**src/logic/spc_pkg.sv**
```systemverilog
package spc_pkg;

   // Register map and count.
   localparam int SPC_REG_COUNT = 7;
   localparam logic [7:0] SPC_OFS_DEV_CONFIG = 8'h00;
   localparam logic [7:0] SPC_OFS_RX_SET = 8'h01;
   localparam logic [7:0] SPC_OFS_SPARE_02 = 8'h02;
   localparam logic [7:0] SPC_OFS_TX_PORT1 = 8'h03;
   localparam logic [7:0] SPC_OFS_TX_PORT2 = 8'h04;
   localparam logic [7:0] SPC_OFS_SPARE_05 = 8'h05;
   localparam logic [7:0] SPC_OFS_SPARE_06 = 8'h06;

   // Power-up values.
   localparam logic [7:0] SPC_RST_DEV_CONFIG = 8'hFF;
   localparam logic [7:0] SPC_RST_RX_SET = 8'h00;
   localparam logic [7:0] SPC_RST_SPARE_02 = 8'h00;
   localparam logic [7:0] SPC_RST_TX_PORT1 = 8'h00;
   localparam logic [7:0] SPC_RST_TX_PORT2 = 8'h00;
   localparam logic [7:0] SPC_RST_SPARE_05 = 8'h00;
   localparam logic [7:0] SPC_RST_SPARE_06 = 8'h0F;
   localparam logic [SPC_REG_COUNT*8-1:0] SPC_RST_ALL = {SPC_RST_SPARE_06, SPC_RST_SPARE_05,
      SPC_RST_TX_PORT2, SPC_RST_TX_PORT1, SPC_RST_SPARE_02, SPC_RST_RX_SET, SPC_RST_DEV_CONFIG};

   // Field positions of the device configuration register.
   localparam int SPC_CFG_NORMAL_BIT = 7;
   localparam int SPC_CFG_PORT1_BIT = 5;
   localparam int SPC_CFG_PORT2_BIT = 4;

   // Field positions of the receiver settings register.
   localparam int SPC_RX_PD_OFF_BIT = 7;
   localparam int SPC_RX_BIAS_VDD_BIT = 6;
   localparam int SPC_RX_BIAS_CTL_BIT = 5;
   localparam int SPC_RX_EQ_MSB = 4;
   localparam int SPC_RX_EQ_LSB = 2;
   localparam int SPC_RX_SQ_OFF_BIT = 1;

   // Fixed upper bits of the target address byte.
   localparam logic [2:0] SPC_ADDR_FIXED = 3'h5;

   // Transmit settings of one output port, laid out as the register.
   typedef struct packed {
      logic dbl_term;
      logic [2:0] emph;
      logic [1:0] swing;
      logic [1:0] slew;
   } spc_tx_t;

   // Controls sent to the input receiver.
   typedef struct packed {
      logic pulldown_on;
      logic bias_vdd;
      logic term_on;
      logic [2:0] eq;
   } spc_rx_t;

endpackage

```
**src/logic/spc_regfile.sv**
```systemverilog
`timescale 1ns/1ps
module spc_regfile
   import spc_pkg::*;
#(
   parameter int COUNT = SPC_REG_COUNT
) (
   // Clock and reset.
   input wire logic clk,
   input wire logic arst_n,
   // Byte write port.
   input wire logic wr_en,
   input wire logic [7:0] wr_addr,
   input wire logic [7:0] wr_data,
   // Byte read port, data one cycle after the address.
   input wire logic [7:0] rd_addr,
   output logic [7:0] rd_data,
   // Every register, entry 0 in the low byte.
   output logic [COUNT*8-1:0] regs
);

   // One byte per entry; a write to an unmapped offset is dropped.
   for (genvar i = 0; i < COUNT; i++) begin : g_entry
      logic [7:0] byte_q;
      always_ff @(posedge clk or negedge arst_n) begin
         if (!arst_n) begin
            byte_q <= SPC_RST_ALL[i*8 +: 8];
         end else if (wr_en && wr_addr == 8'(i)) begin
            byte_q <= wr_data;
         end
      end
      // Each entry owns its own slice of the flat register view.
      assign regs[i*8 +: 8] = byte_q;
   end

   // Registered read; unmapped offsets read as zero.
   always_ff @(posedge clk or negedge arst_n) begin
      if (!arst_n) begin
         rd_data <= 8'h00;
      end else if (rd_addr < 8'(COUNT)) begin
         rd_data <= regs[rd_addr[2:0]*8 +: 8];
      end else begin
         rd_data <= 8'h00;
      end
   end

endmodule

```
**src/logic/spc_port_control.sv**
```systemverilog
// Behaviour
// Clock lane low squelches all output ports.
// Clock lane back restores enabled port outputs.
// Squelch detection enabled turns on input termination.
// Receiver bit 1 set disables squelch.
// Squelched port goes high impedance or pulls up.
// Port choice from enable, mode, drive, select pins.
// Source hot-plug follows mode specific sink combination.
// Port enabled only while its sink hot-plug high.
// Configuration bus is a two-wire target, 400 kb/s.
// Address byte 101, four strap bits, direction.
// Address bits taken from the four straps.
// Configuration bit 7 chooses standby or normal.
// Configuration bits 5 and 4 enable ports.
// Receiver bit 7 disconnects input pull-downs.
// Receiver bit 6 picks termination bias rail.
// Receiver bit 5 lets bit 6 steer bias.
// Receiver bits 4 to 2 set equalization.
// Transmit bit 7 open drain or double termination.
// Transmit bits 6 to 4 set pre-emphasis.
// Transmit bits 3 to 2 set swing.
// Transmit bits 1 to 0 set slew.
// Mode pin high register control, low pin control.
// Write carries offset then data; read from offset.
`timescale 1ns/1ps
module spc_port_control
   import spc_pkg::*;
(
   // Clock and reset.
   input wire logic clk,
   input wire logic arst_n,
   // Two-wire configuration bus.
   input wire logic serial_ctl_clock_pin,
   input wire logic serial_ctl_data_pin_i,
   output logic serial_ctl_data_pin_o,
   output logic serial_ctl_data_pin_oe,
   // Control and strap pins.
   input wire logic control_source_pin,
   input wire logic outputs_enable_pin,
   input wire logic all_ports_drive_pin,
   input wire logic port_choice_pin,
   input wire logic [3:0] strap_pins,
   // Sink hot-plug and clock lane detector.
   input wire logic hotplug_from_sink_a,
   input wire logic hotplug_from_sink_b,
   input wire logic clock_lane_present,
   // Hot-plug to the source.
   output logic hotplug_to_source,
   // Output port controls.
   output logic port_a_enable,
   output logic port_b_enable,
   output logic port_a_squelch_pullup,
   output logic port_b_squelch_pullup,
   output logic squelch_active,
   output logic standby,
   output spc_tx_t tx_a,
   output spc_tx_t tx_b,
   // Input receiver controls.
   output spc_rx_t rx_ctl
);

   typedef enum logic [2:0] {
      SPC_ST_IDLE,
      SPC_ST_ADDR,
      SPC_ST_OFFS,
      SPC_ST_WDATA,
      SPC_ST_RDATA
   } spc_state_t;

   localparam int NSYNC = 11;

   logic [NSYNC-1:0] pins_raw;
   logic [NSYNC-1:0] meta_q;
   logic [NSYNC-1:0] sync_q;
   logic scl_s;
   logic sda_s;
   logic mode_reg_s;
   logic oe_s;
   logic drive_all_s;
   logic choice_s;
   logic hpd_a_s;
   logic hpd_b_s;
   logic lane_s;
   logic [3:0] straps_s;
   logic scl_d_q;
   logic sda_d_q;
   logic scl_rise;
   logic scl_fall;
   logic start_cond;
   logic stop_cond;
   logic strap_taken_q;
   logic [3:0] dev_addr_q;
   spc_state_t state_q;
   logic [3:0] bit_cnt_q;
   logic in_ack_q;
   logic [7:0] shift_q;
   logic [7:0] ptr_q;
   logic sda_low_q;
   logic wr_en;
   logic [7:0] rd_data;
   logic [SPC_REG_COUNT*8-1:0] regs;
   logic [7:0] cfg;
   logic [7:0] rxs;
   spc_tx_t reg_tx_a;
   spc_tx_t reg_tx_b;
   spc_tx_t pin_tx;
   logic sq_enabled;
   logic squelched;
   logic sel_a;
   logic sel_b;
   logic run;
   logic hotplug_to_source_d;
   logic term_d;
   logic addr_match;

   // Every pin and the lane detector pass two flip-flops.
   assign pins_raw = {serial_ctl_clock_pin, serial_ctl_data_pin_i, control_source_pin,
      outputs_enable_pin, all_ports_drive_pin, port_choice_pin, hotplug_from_sink_a,
      hotplug_from_sink_b, clock_lane_present, strap_pins[3:2]};

   // Two-stage synchroniser; the bus pins idle high.
   always_ff @(posedge clk or negedge arst_n) begin
      if (!arst_n) begin
         meta_q <= '0;
         sync_q <= '0;
      end else begin
         meta_q <= pins_raw;
         sync_q <= meta_q;
      end
   end

   logic [1:0] strap_lo_meta_q;
   logic [1:0] strap_lo_q;

   // Low strap pair shares its own two-stage synchroniser.
   always_ff @(posedge clk or negedge arst_n) begin
      if (!arst_n) begin
         strap_lo_meta_q <= 2'h0;
         strap_lo_q <= 2'h0;
      end else begin
         strap_lo_meta_q <= strap_pins[1:0];
         strap_lo_q <= strap_lo_meta_q;
      end
   end

   assign {scl_s, sda_s, mode_reg_s, oe_s, drive_all_s, choice_s, hpd_a_s, hpd_b_s, lane_s} =
      sync_q[NSYNC-1:2];
   assign straps_s = {sync_q[1:0], strap_lo_q};

   // Delayed copies start at the synchroniser's reset level, so the idle-high bus gives one SCL rise after reset, seen while idle.
   always_ff @(posedge clk or negedge arst_n) begin
      if (!arst_n) begin
         scl_d_q <= 1'b0;
         sda_d_q <= 1'b0;
      end else begin
         scl_d_q <= scl_s;
         sda_d_q <= sda_s;
      end
   end

   // bus conditions
   assign scl_rise = scl_s && !scl_d_q;
   assign scl_fall = !scl_s && scl_d_q;
   assign start_cond = scl_s && scl_d_q && sda_d_q && !sda_s;
   assign stop_cond = scl_s && scl_d_q && !sda_d_q && sda_s;

   // strap address capture
   always_ff @(posedge clk or negedge arst_n) begin
      if (!arst_n) begin
         strap_taken_q <= 1'b0;
         dev_addr_q <= 4'h0;
      end else if (!strap_taken_q && sync_q[NSYNC-1]) begin
         strap_taken_q <= 1'b1;
         dev_addr_q <= straps_s;
      end
   end

   // address byte check
   assign addr_match = strap_taken_q && shift_q[7:5] == SPC_ADDR_FIXED && shift_q[4:1] == dev_addr_q;

   // byte sequencing and offset pointer
   always_ff @(posedge clk or negedge arst_n) begin
      if (!arst_n) begin
         state_q <= SPC_ST_IDLE;
         bit_cnt_q <= 4'h0;
         in_ack_q <= 1'b0;
         shift_q <= 8'h00;
         ptr_q <= 8'h00;
         sda_low_q <= 1'b0;
      end else if (stop_cond) begin
         state_q <= SPC_ST_IDLE;
         in_ack_q <= 1'b0;
         sda_low_q <= 1'b0;
      end else if (start_cond) begin
         state_q <= SPC_ST_ADDR;
         bit_cnt_q <= 4'h0;
         in_ack_q <= 1'b0;
         sda_low_q <= 1'b0;
      end else if (state_q != SPC_ST_IDLE && scl_rise) begin
         if (!in_ack_q) begin
            shift_q <= {shift_q[6:0], sda_s};
            bit_cnt_q <= bit_cnt_q + 4'h1;
         end else if (state_q == SPC_ST_RDATA && sda_s) begin
            // A read not acknowledged by the host ends the transfer.
            state_q <= SPC_ST_IDLE;
         end
      end else if (state_q != SPC_ST_IDLE && scl_fall) begin
         if (in_ack_q) begin
            in_ack_q <= 1'b0;
            bit_cnt_q <= 4'h0;
            if (state_q == SPC_ST_RDATA) begin
               shift_q <= rd_data;
               sda_low_q <= !rd_data[7];
               ptr_q <= ptr_q + 8'h01;
            end else begin
               sda_low_q <= 1'b0;
            end
         end else if (bit_cnt_q == 4'h8) begin
            in_ack_q <= 1'b1;
            case (state_q)
               SPC_ST_ADDR: begin
                  sda_low_q <= addr_match;
                  if (!addr_match) begin
                     state_q <= SPC_ST_IDLE;
                  end else if (shift_q[0]) begin
                     state_q <= SPC_ST_RDATA;
                  end else begin
                     state_q <= SPC_ST_OFFS;
                  end
               end
               SPC_ST_OFFS: begin
                  sda_low_q <= 1'b1;
                  ptr_q <= shift_q;
                  state_q <= SPC_ST_WDATA;
               end
               SPC_ST_WDATA: begin
                  sda_low_q <= 1'b1;
                  ptr_q <= ptr_q + 8'h01;
               end
               default: begin
                  sda_low_q <= 1'b0;
               end
            endcase
         end else if (state_q == SPC_ST_RDATA && bit_cnt_q != 4'h0) begin
            sda_low_q <= !shift_q[7];
         end else begin
            sda_low_q <= 1'b0;
         end
      end
   end

   // Data byte is stored as the acknowledge slot opens.
   assign wr_en = state_q == SPC_ST_WDATA && scl_fall && !in_ack_q && bit_cnt_q == 4'h8 &&
      !start_cond && !stop_cond;

   // Open-drain data line: only ever pulled low.
   assign serial_ctl_data_pin_o = 1'b0;
   assign serial_ctl_data_pin_oe = sda_low_q;

   spc_regfile #(
      .COUNT(SPC_REG_COUNT)
   ) u_regs (
      .clk(clk),
      .arst_n(arst_n),
      .wr_en(wr_en),
      .wr_addr(ptr_q),
      .wr_data(shift_q),
      .rd_addr(ptr_q),
      .rd_data(rd_data),
      .regs(regs)
   );

   assign cfg = regs[SPC_OFS_DEV_CONFIG*8 +: 8];
   assign rxs = regs[SPC_OFS_RX_SET*8 +: 8];
   assign reg_tx_a = spc_tx_t'(regs[SPC_OFS_TX_PORT1*8 +: 8]);
   assign reg_tx_b = spc_tx_t'(regs[SPC_OFS_TX_PORT2*8 +: 8]);

   // Pin control mode takes swing and pre-emphasis from the shared straps.
   always_comb begin
      pin_tx = '0;
      pin_tx.swing = straps_s[1:0];
      pin_tx.emph = {1'b0, straps_s[3:2]};
   end

   // squelch disable bit
   assign sq_enabled = !rxs[SPC_RX_SQ_OFF_BIT];
   // squelch on lost lane
   assign squelched = sq_enabled && !lane_s;

   // port selection
   always_comb begin
      sel_a = 1'b0;
      sel_b = 1'b0;
      run = oe_s;
      if (!oe_s) begin
         sel_a = 1'b0;
      end else if (mode_reg_s) begin
         // R13 register port enables
         sel_a = cfg[SPC_CFG_PORT1_BIT];
         sel_b = cfg[SPC_CFG_PORT2_BIT];
         // standby bit
         run = cfg[SPC_CFG_NORMAL_BIT];
      end else if (drive_all_s) begin
         sel_a = 1'b1;
         sel_b = 1'b1;
      end else begin
         sel_a = !choice_s;
         sel_b = choice_s;
      end
   end

   // hot-plug to source
   always_comb begin
      if (!oe_s) begin
         hotplug_to_source_d = 1'b0;
      end else if (mode_reg_s) begin
         hotplug_to_source_d = (hpd_a_s && sel_a) || (hpd_b_s && sel_b);
      end else if (drive_all_s) begin
         hotplug_to_source_d = hpd_a_s || hpd_b_s;
      end else begin
         hotplug_to_source_d = choice_s ? hpd_b_s : hpd_a_s;
      end
   end

   // termination with squelch
   assign term_d = sq_enabled || (oe_s && run);

   // Registered drive of every port-side output.
   always_ff @(posedge clk or negedge arst_n) begin
      if (!arst_n) begin
         port_a_enable <= 1'b0;
         port_b_enable <= 1'b0;
         port_a_squelch_pullup <= 1'b0;
         port_b_squelch_pullup <= 1'b0;
         squelch_active <= 1'b0;
         standby <= 1'b1;
         hotplug_to_source <= 1'b0;
      end else begin
         // per-port hot-plug gating
         // restore after squelch
         port_a_enable <= sel_a && hpd_a_s && run && !squelched;
         port_b_enable <= sel_b && hpd_b_s && run && !squelched;
         // squelched port termination
         port_a_squelch_pullup <= squelched && sel_a && run && tx_a.dbl_term;
         port_b_squelch_pullup <= squelched && sel_b && run && tx_b.dbl_term;
         squelch_active <= squelched;
         standby <= !run;
         hotplug_to_source <= hotplug_to_source_d;
      end
   end

   // Transmit settings follow the control source; receiver settings come from the register, termination also from the enable pin.
   always_ff @(posedge clk or negedge arst_n) begin
      if (!arst_n) begin
         tx_a <= '0;
         tx_b <= '0;
         rx_ctl <= '0;
      end else begin
         // control source select
         // output type
         // pre-emphasis
         // swing
         // slew
         tx_a <= mode_reg_s ? reg_tx_a : pin_tx;
         tx_b <= mode_reg_s ? reg_tx_b : pin_tx;
         // pull-down control
         rx_ctl.pulldown_on <= !rxs[SPC_RX_PD_OFF_BIT];
         // gated bias select
         rx_ctl.bias_vdd <= rxs[SPC_RX_BIAS_CTL_BIT] && rxs[SPC_RX_BIAS_VDD_BIT];
         rx_ctl.term_on <= term_d;
         // equalization setting
         rx_ctl.eq <= rxs[SPC_RX_EQ_MSB:SPC_RX_EQ_LSB];
      end
   end

endmodule

```
**config.mk**
```make
export PLATFORM = sky130hd
export DESIGN_NAME = spc_port_control
export DESIGN_NICKNAME = d
export VERILOG_FILES = /design/src/logic/spc_pkg.sv /design/src/logic/spc_regfile.sv /design/src/logic/spc_port_control.sv
export SDC_FILE = /design/constraint.sdc
export NUM_CORES = 1
export LEC_CHECK = 0
export ABC_AREA = 1
export BUFFER_PORTS_ARGS = -buffer_cell sky130_fd_sc_hd__buf_2
export CAP_MARGIN = 30
export CORE_AREA = 2 2 122 94
export CTS_CLUSTER_DIAMETER = 30
export DETAILED_ROUTE_END_ITERATION = 12
export DIE_AREA = 0 0 124 96
export PLACE_DENSITY = 0.78
export SYNTH_ARGS = -nofsm -noshare
export SYNTH_HDL_FRONTEND = slang
export SYNTH_SLANG_ARGS = --single-unit
export TNS_END_PERCENT = 30
```
**constraint.sdc**
```tcl
create_clock -name clk -period 2.7 [get_ports clk]
set_clock_uncertainty 0.2 [all_clocks]
set_input_delay 0.135 -clock clk [delete_from_list [all_inputs] [get_ports clk]]
set_output_delay 0.135 -clock clk [all_outputs]
set_load 0.02 [all_outputs]
```
==> run summary <==
Total grt overflow = 0
Crit Path Class = flop to flop
Gate power share = 4.0%
Rel. slew slack = 59.1%
Drt first pass iters = 6
Crit path buf inv count = 2
Clock Latency Late Sink = 420 ps
Worst-path cell chain = inv_1 -> ha_1 -> nand2_1 -> nor2_1 -> inv_1 -> nor4_4 -> nand2_1 -> o21ai_0
WP data required = 2810 ps
GPL Wtd Cong = 0.949
Die W = 124 um
Number of H-tree levels = 4
Maximum number of pins on one net before global-route repair = 52
Layout cells sized above 1 = 13.5%
Initial Utilization = 58.5%
Antenna viol nets, final = 0
Routing usage on met2 = 43.9%
Worst Path Arrival = 2600 ps
Core footprint = 10700 sq um
Setup crit start kind = flop
Distinct cells, synth = 30
Worst path top cell family by delay = simple AND/OR/NAND/NOR gates
Slowest stage delay, CP = 420 ps
Vias per Instance = 5.61
CP max stage cell = nand2_1
Peak VDD IR = 0.465 mV
Die Y = 96 um
Sink Count = 151
M3 GR Usage = 8.53%
P_sw = 1160 uW
Shortest period the worst path allows = 2480 ps
Yosys warns = 0
Top_reg_cell synth = dfrtp_1
Unrepaired setup endpoints after global routing = yes
EDFF count, synth = 0
I/O pin cnt = 46
M1 GR Usage = 40.9%
Root buffer cell = clkbuf_16
Diodes inserted = 0
# nets final = 777
CTS tree = done
Leading area contributor after synthesis = dfrtp_1
Tcrit/Tclk final = 92.0%
GRT Resource Usage Total = 29.2%
Worst Tran Pin Value = 613 ps
Status = finished clean
DRC viols = 0
Maximum clock rate = 403 MHz
Synth Instances = 692
Total CTS buffers = 17
First-pass GRT wire length = 25.4 mm
Routed WL per cell = 17.4 um
Top cells by count, synth = nand2_1 (201), dfrtp_1 (138), o21ai_0 (108)
FFs w/ async S/R, synth = 100%
Via Count = 5099
Max Root-Sink Buffers = 2
Max-slew violations = 0
CP Capture Type = flop
Internal = 3700 uW
Design Power = 4860 uW
Max FO, Critical Path = 16
Die Area = 11900 sq um
Initial antenna violation count = 0
Finished Layout Cells = 909
Maxcap violations = 0
Post-Syn Area = 6280 sq um
Avg Synthesized Cell Area = 9.08 sq um
Vias in the first global route = 4912
Clock power share = 47.7%
1st-iter DRT viols = 531
Final setup violation count = 0
DP Cell Count = 863
Post-DP HPWL = 10.3 mm
Min-delay worst type = primary input to async pin
Resized Gates After CTS = 0
Flop pwr share = 48.3%
Site row count = 33
Flop and latch count out of synthesis = 151
GR peak layer = met2
Lkg Pwr = 0.00359 uW
Final wirelength = 15.8 mm
Layout Area Growth over Synthesis = 16.8%
Port-buffer cells = 44
Most numerous cell in the Yosys netlist = nand2_1
Reg clk slew, reported paths = 60 ps
Switch share = 23.9%
Top cell type's share of synthesized area = 55.0%
Net count after synthesis = 713
Sequential fraction of the synthesis area = 60.4%
Pwr/cell area = 662 nW/um^2
Setup TNS = 0 ps
Final hold viol count = 0
Synth area leaders = dfrtp_1 (55%), nand2_1 (12%), o21ai_0 (8.6%)
[sequential cells by signal (all words and copies together), names as in the netlist, 2 cells and up]
register / cells
strap_lo_meta_q: 2
dev_addr_q: 4
strap_lo_q: 2
bit_cnt_q: 4
tx_a: 8
state_q: 3
shift_q: 8
tx_b: 8
u_regs.g_entry.byte_q: 56
sync_q: 11
ptr_q: 8
u_regs.rd_data: 8
meta_q: 11
rx_ctl: 6
[through the flow]
step	cell area, sq um	util [%]	hold slack (ps)	setup WS [ps]
after floorplan	6280	-	-361	432
after global placement	6620	61.7	-109	381
after detailed placement	6620	61.7	-107	282
after CTS	7340	68.4	34.4	254
after global routing	7340	68.4	63.0	-2.15
final	7340	68.4	19.9	217
[path summary, 6_finish.rpt]
path	start	end	slack (ps)	cells after the start
max reg2reg	bit_cnt_q[0]	u_regs.g_entry[4].byte_q[3]	220	8
min	arst_n	squelch_active	20	2
min in group clk	meta_q[9]	sync_q[9]	150	0
max in group asynchronous	arst_n	u_regs.g_entry[6].byte_q[2]	1460	3
min reg2reg	meta_q[9]	sync_q[9]	150	0
max	bit_cnt_q[0]	u_regs.g_entry[4].byte_q[3]	220	8
[cell usage in the layout, fill, tap and decap left out, drive strengths merged, types with 2 or more instances in the layout]
cell type      n
a21oi         26
a31oi          2
buf           55
clkbuf        18
clkinv         3
clkinvlp       6
dfrtp        138
dfstp         13
dlygate4sd3   14
ha             6
inv           69
nand2        201
nand3         22
nand3b         2
nand4          2
nor2          45
nor3          15
o211a          7
o21a           2
o21ai        108
o22ai          4
or2            2
[layout make-up]
cell class                      instances  area (sq um)
Tap cell                              140           175
Inverter                               65           244
Multi-Input combinational cell        452          2100
Sequential cell                       151          3790
Clock buffer                           18           439
Fill cell                             803          3400
Timing Repair Buffer                   69           449
Clock inverter                         14           140
[routing by layer]
layer | routed length [um] | vias up
met5 | 0 | -
met4 | 262 | 0
met3 | 1630 | 26
met2 | 7210 | 265
met1 | 6680 | 2444
li1 | - | 2364
[logic make-up (layout without fill, tap and decap cells)]
| family | after synthesis | in the layout | share of synthesized area [%] |
|---|---|---|---|
| compound gates | 153 | 153 | 13.2 |
| xor+xnor | 1 | 1 | 0.139 |
| fa+ha+maj | 6 | 6 | 1.19 |
| buf+inv | 89 | 166 | 6.25 |
| flops | 151 | 151 | 60.4 |
| other cells | 1 | 1 | 0.0597 |
| simple gates | 291 | 291 | 18.7 |
[power groups by stage]
stage          sequential, uW  clock (uW)  combinational, uW
2_1_floorplan            2390           0               82.3
3_3_place_gp             2380           0                174
3_5_place_dp             2380           0                181
4_1_cts                  2340        2340                197
5_1_grt                  2350        2460                233
6_report                 2350        2320                196
[timing repair]
action	4_1_cts	5_1_grt
endpoints found under the hold margin	153	0
hold buffers	14	0
setup endpoints to repair	0	1
buffers inserted	0	0
Power figures use the tool's default switching activity.
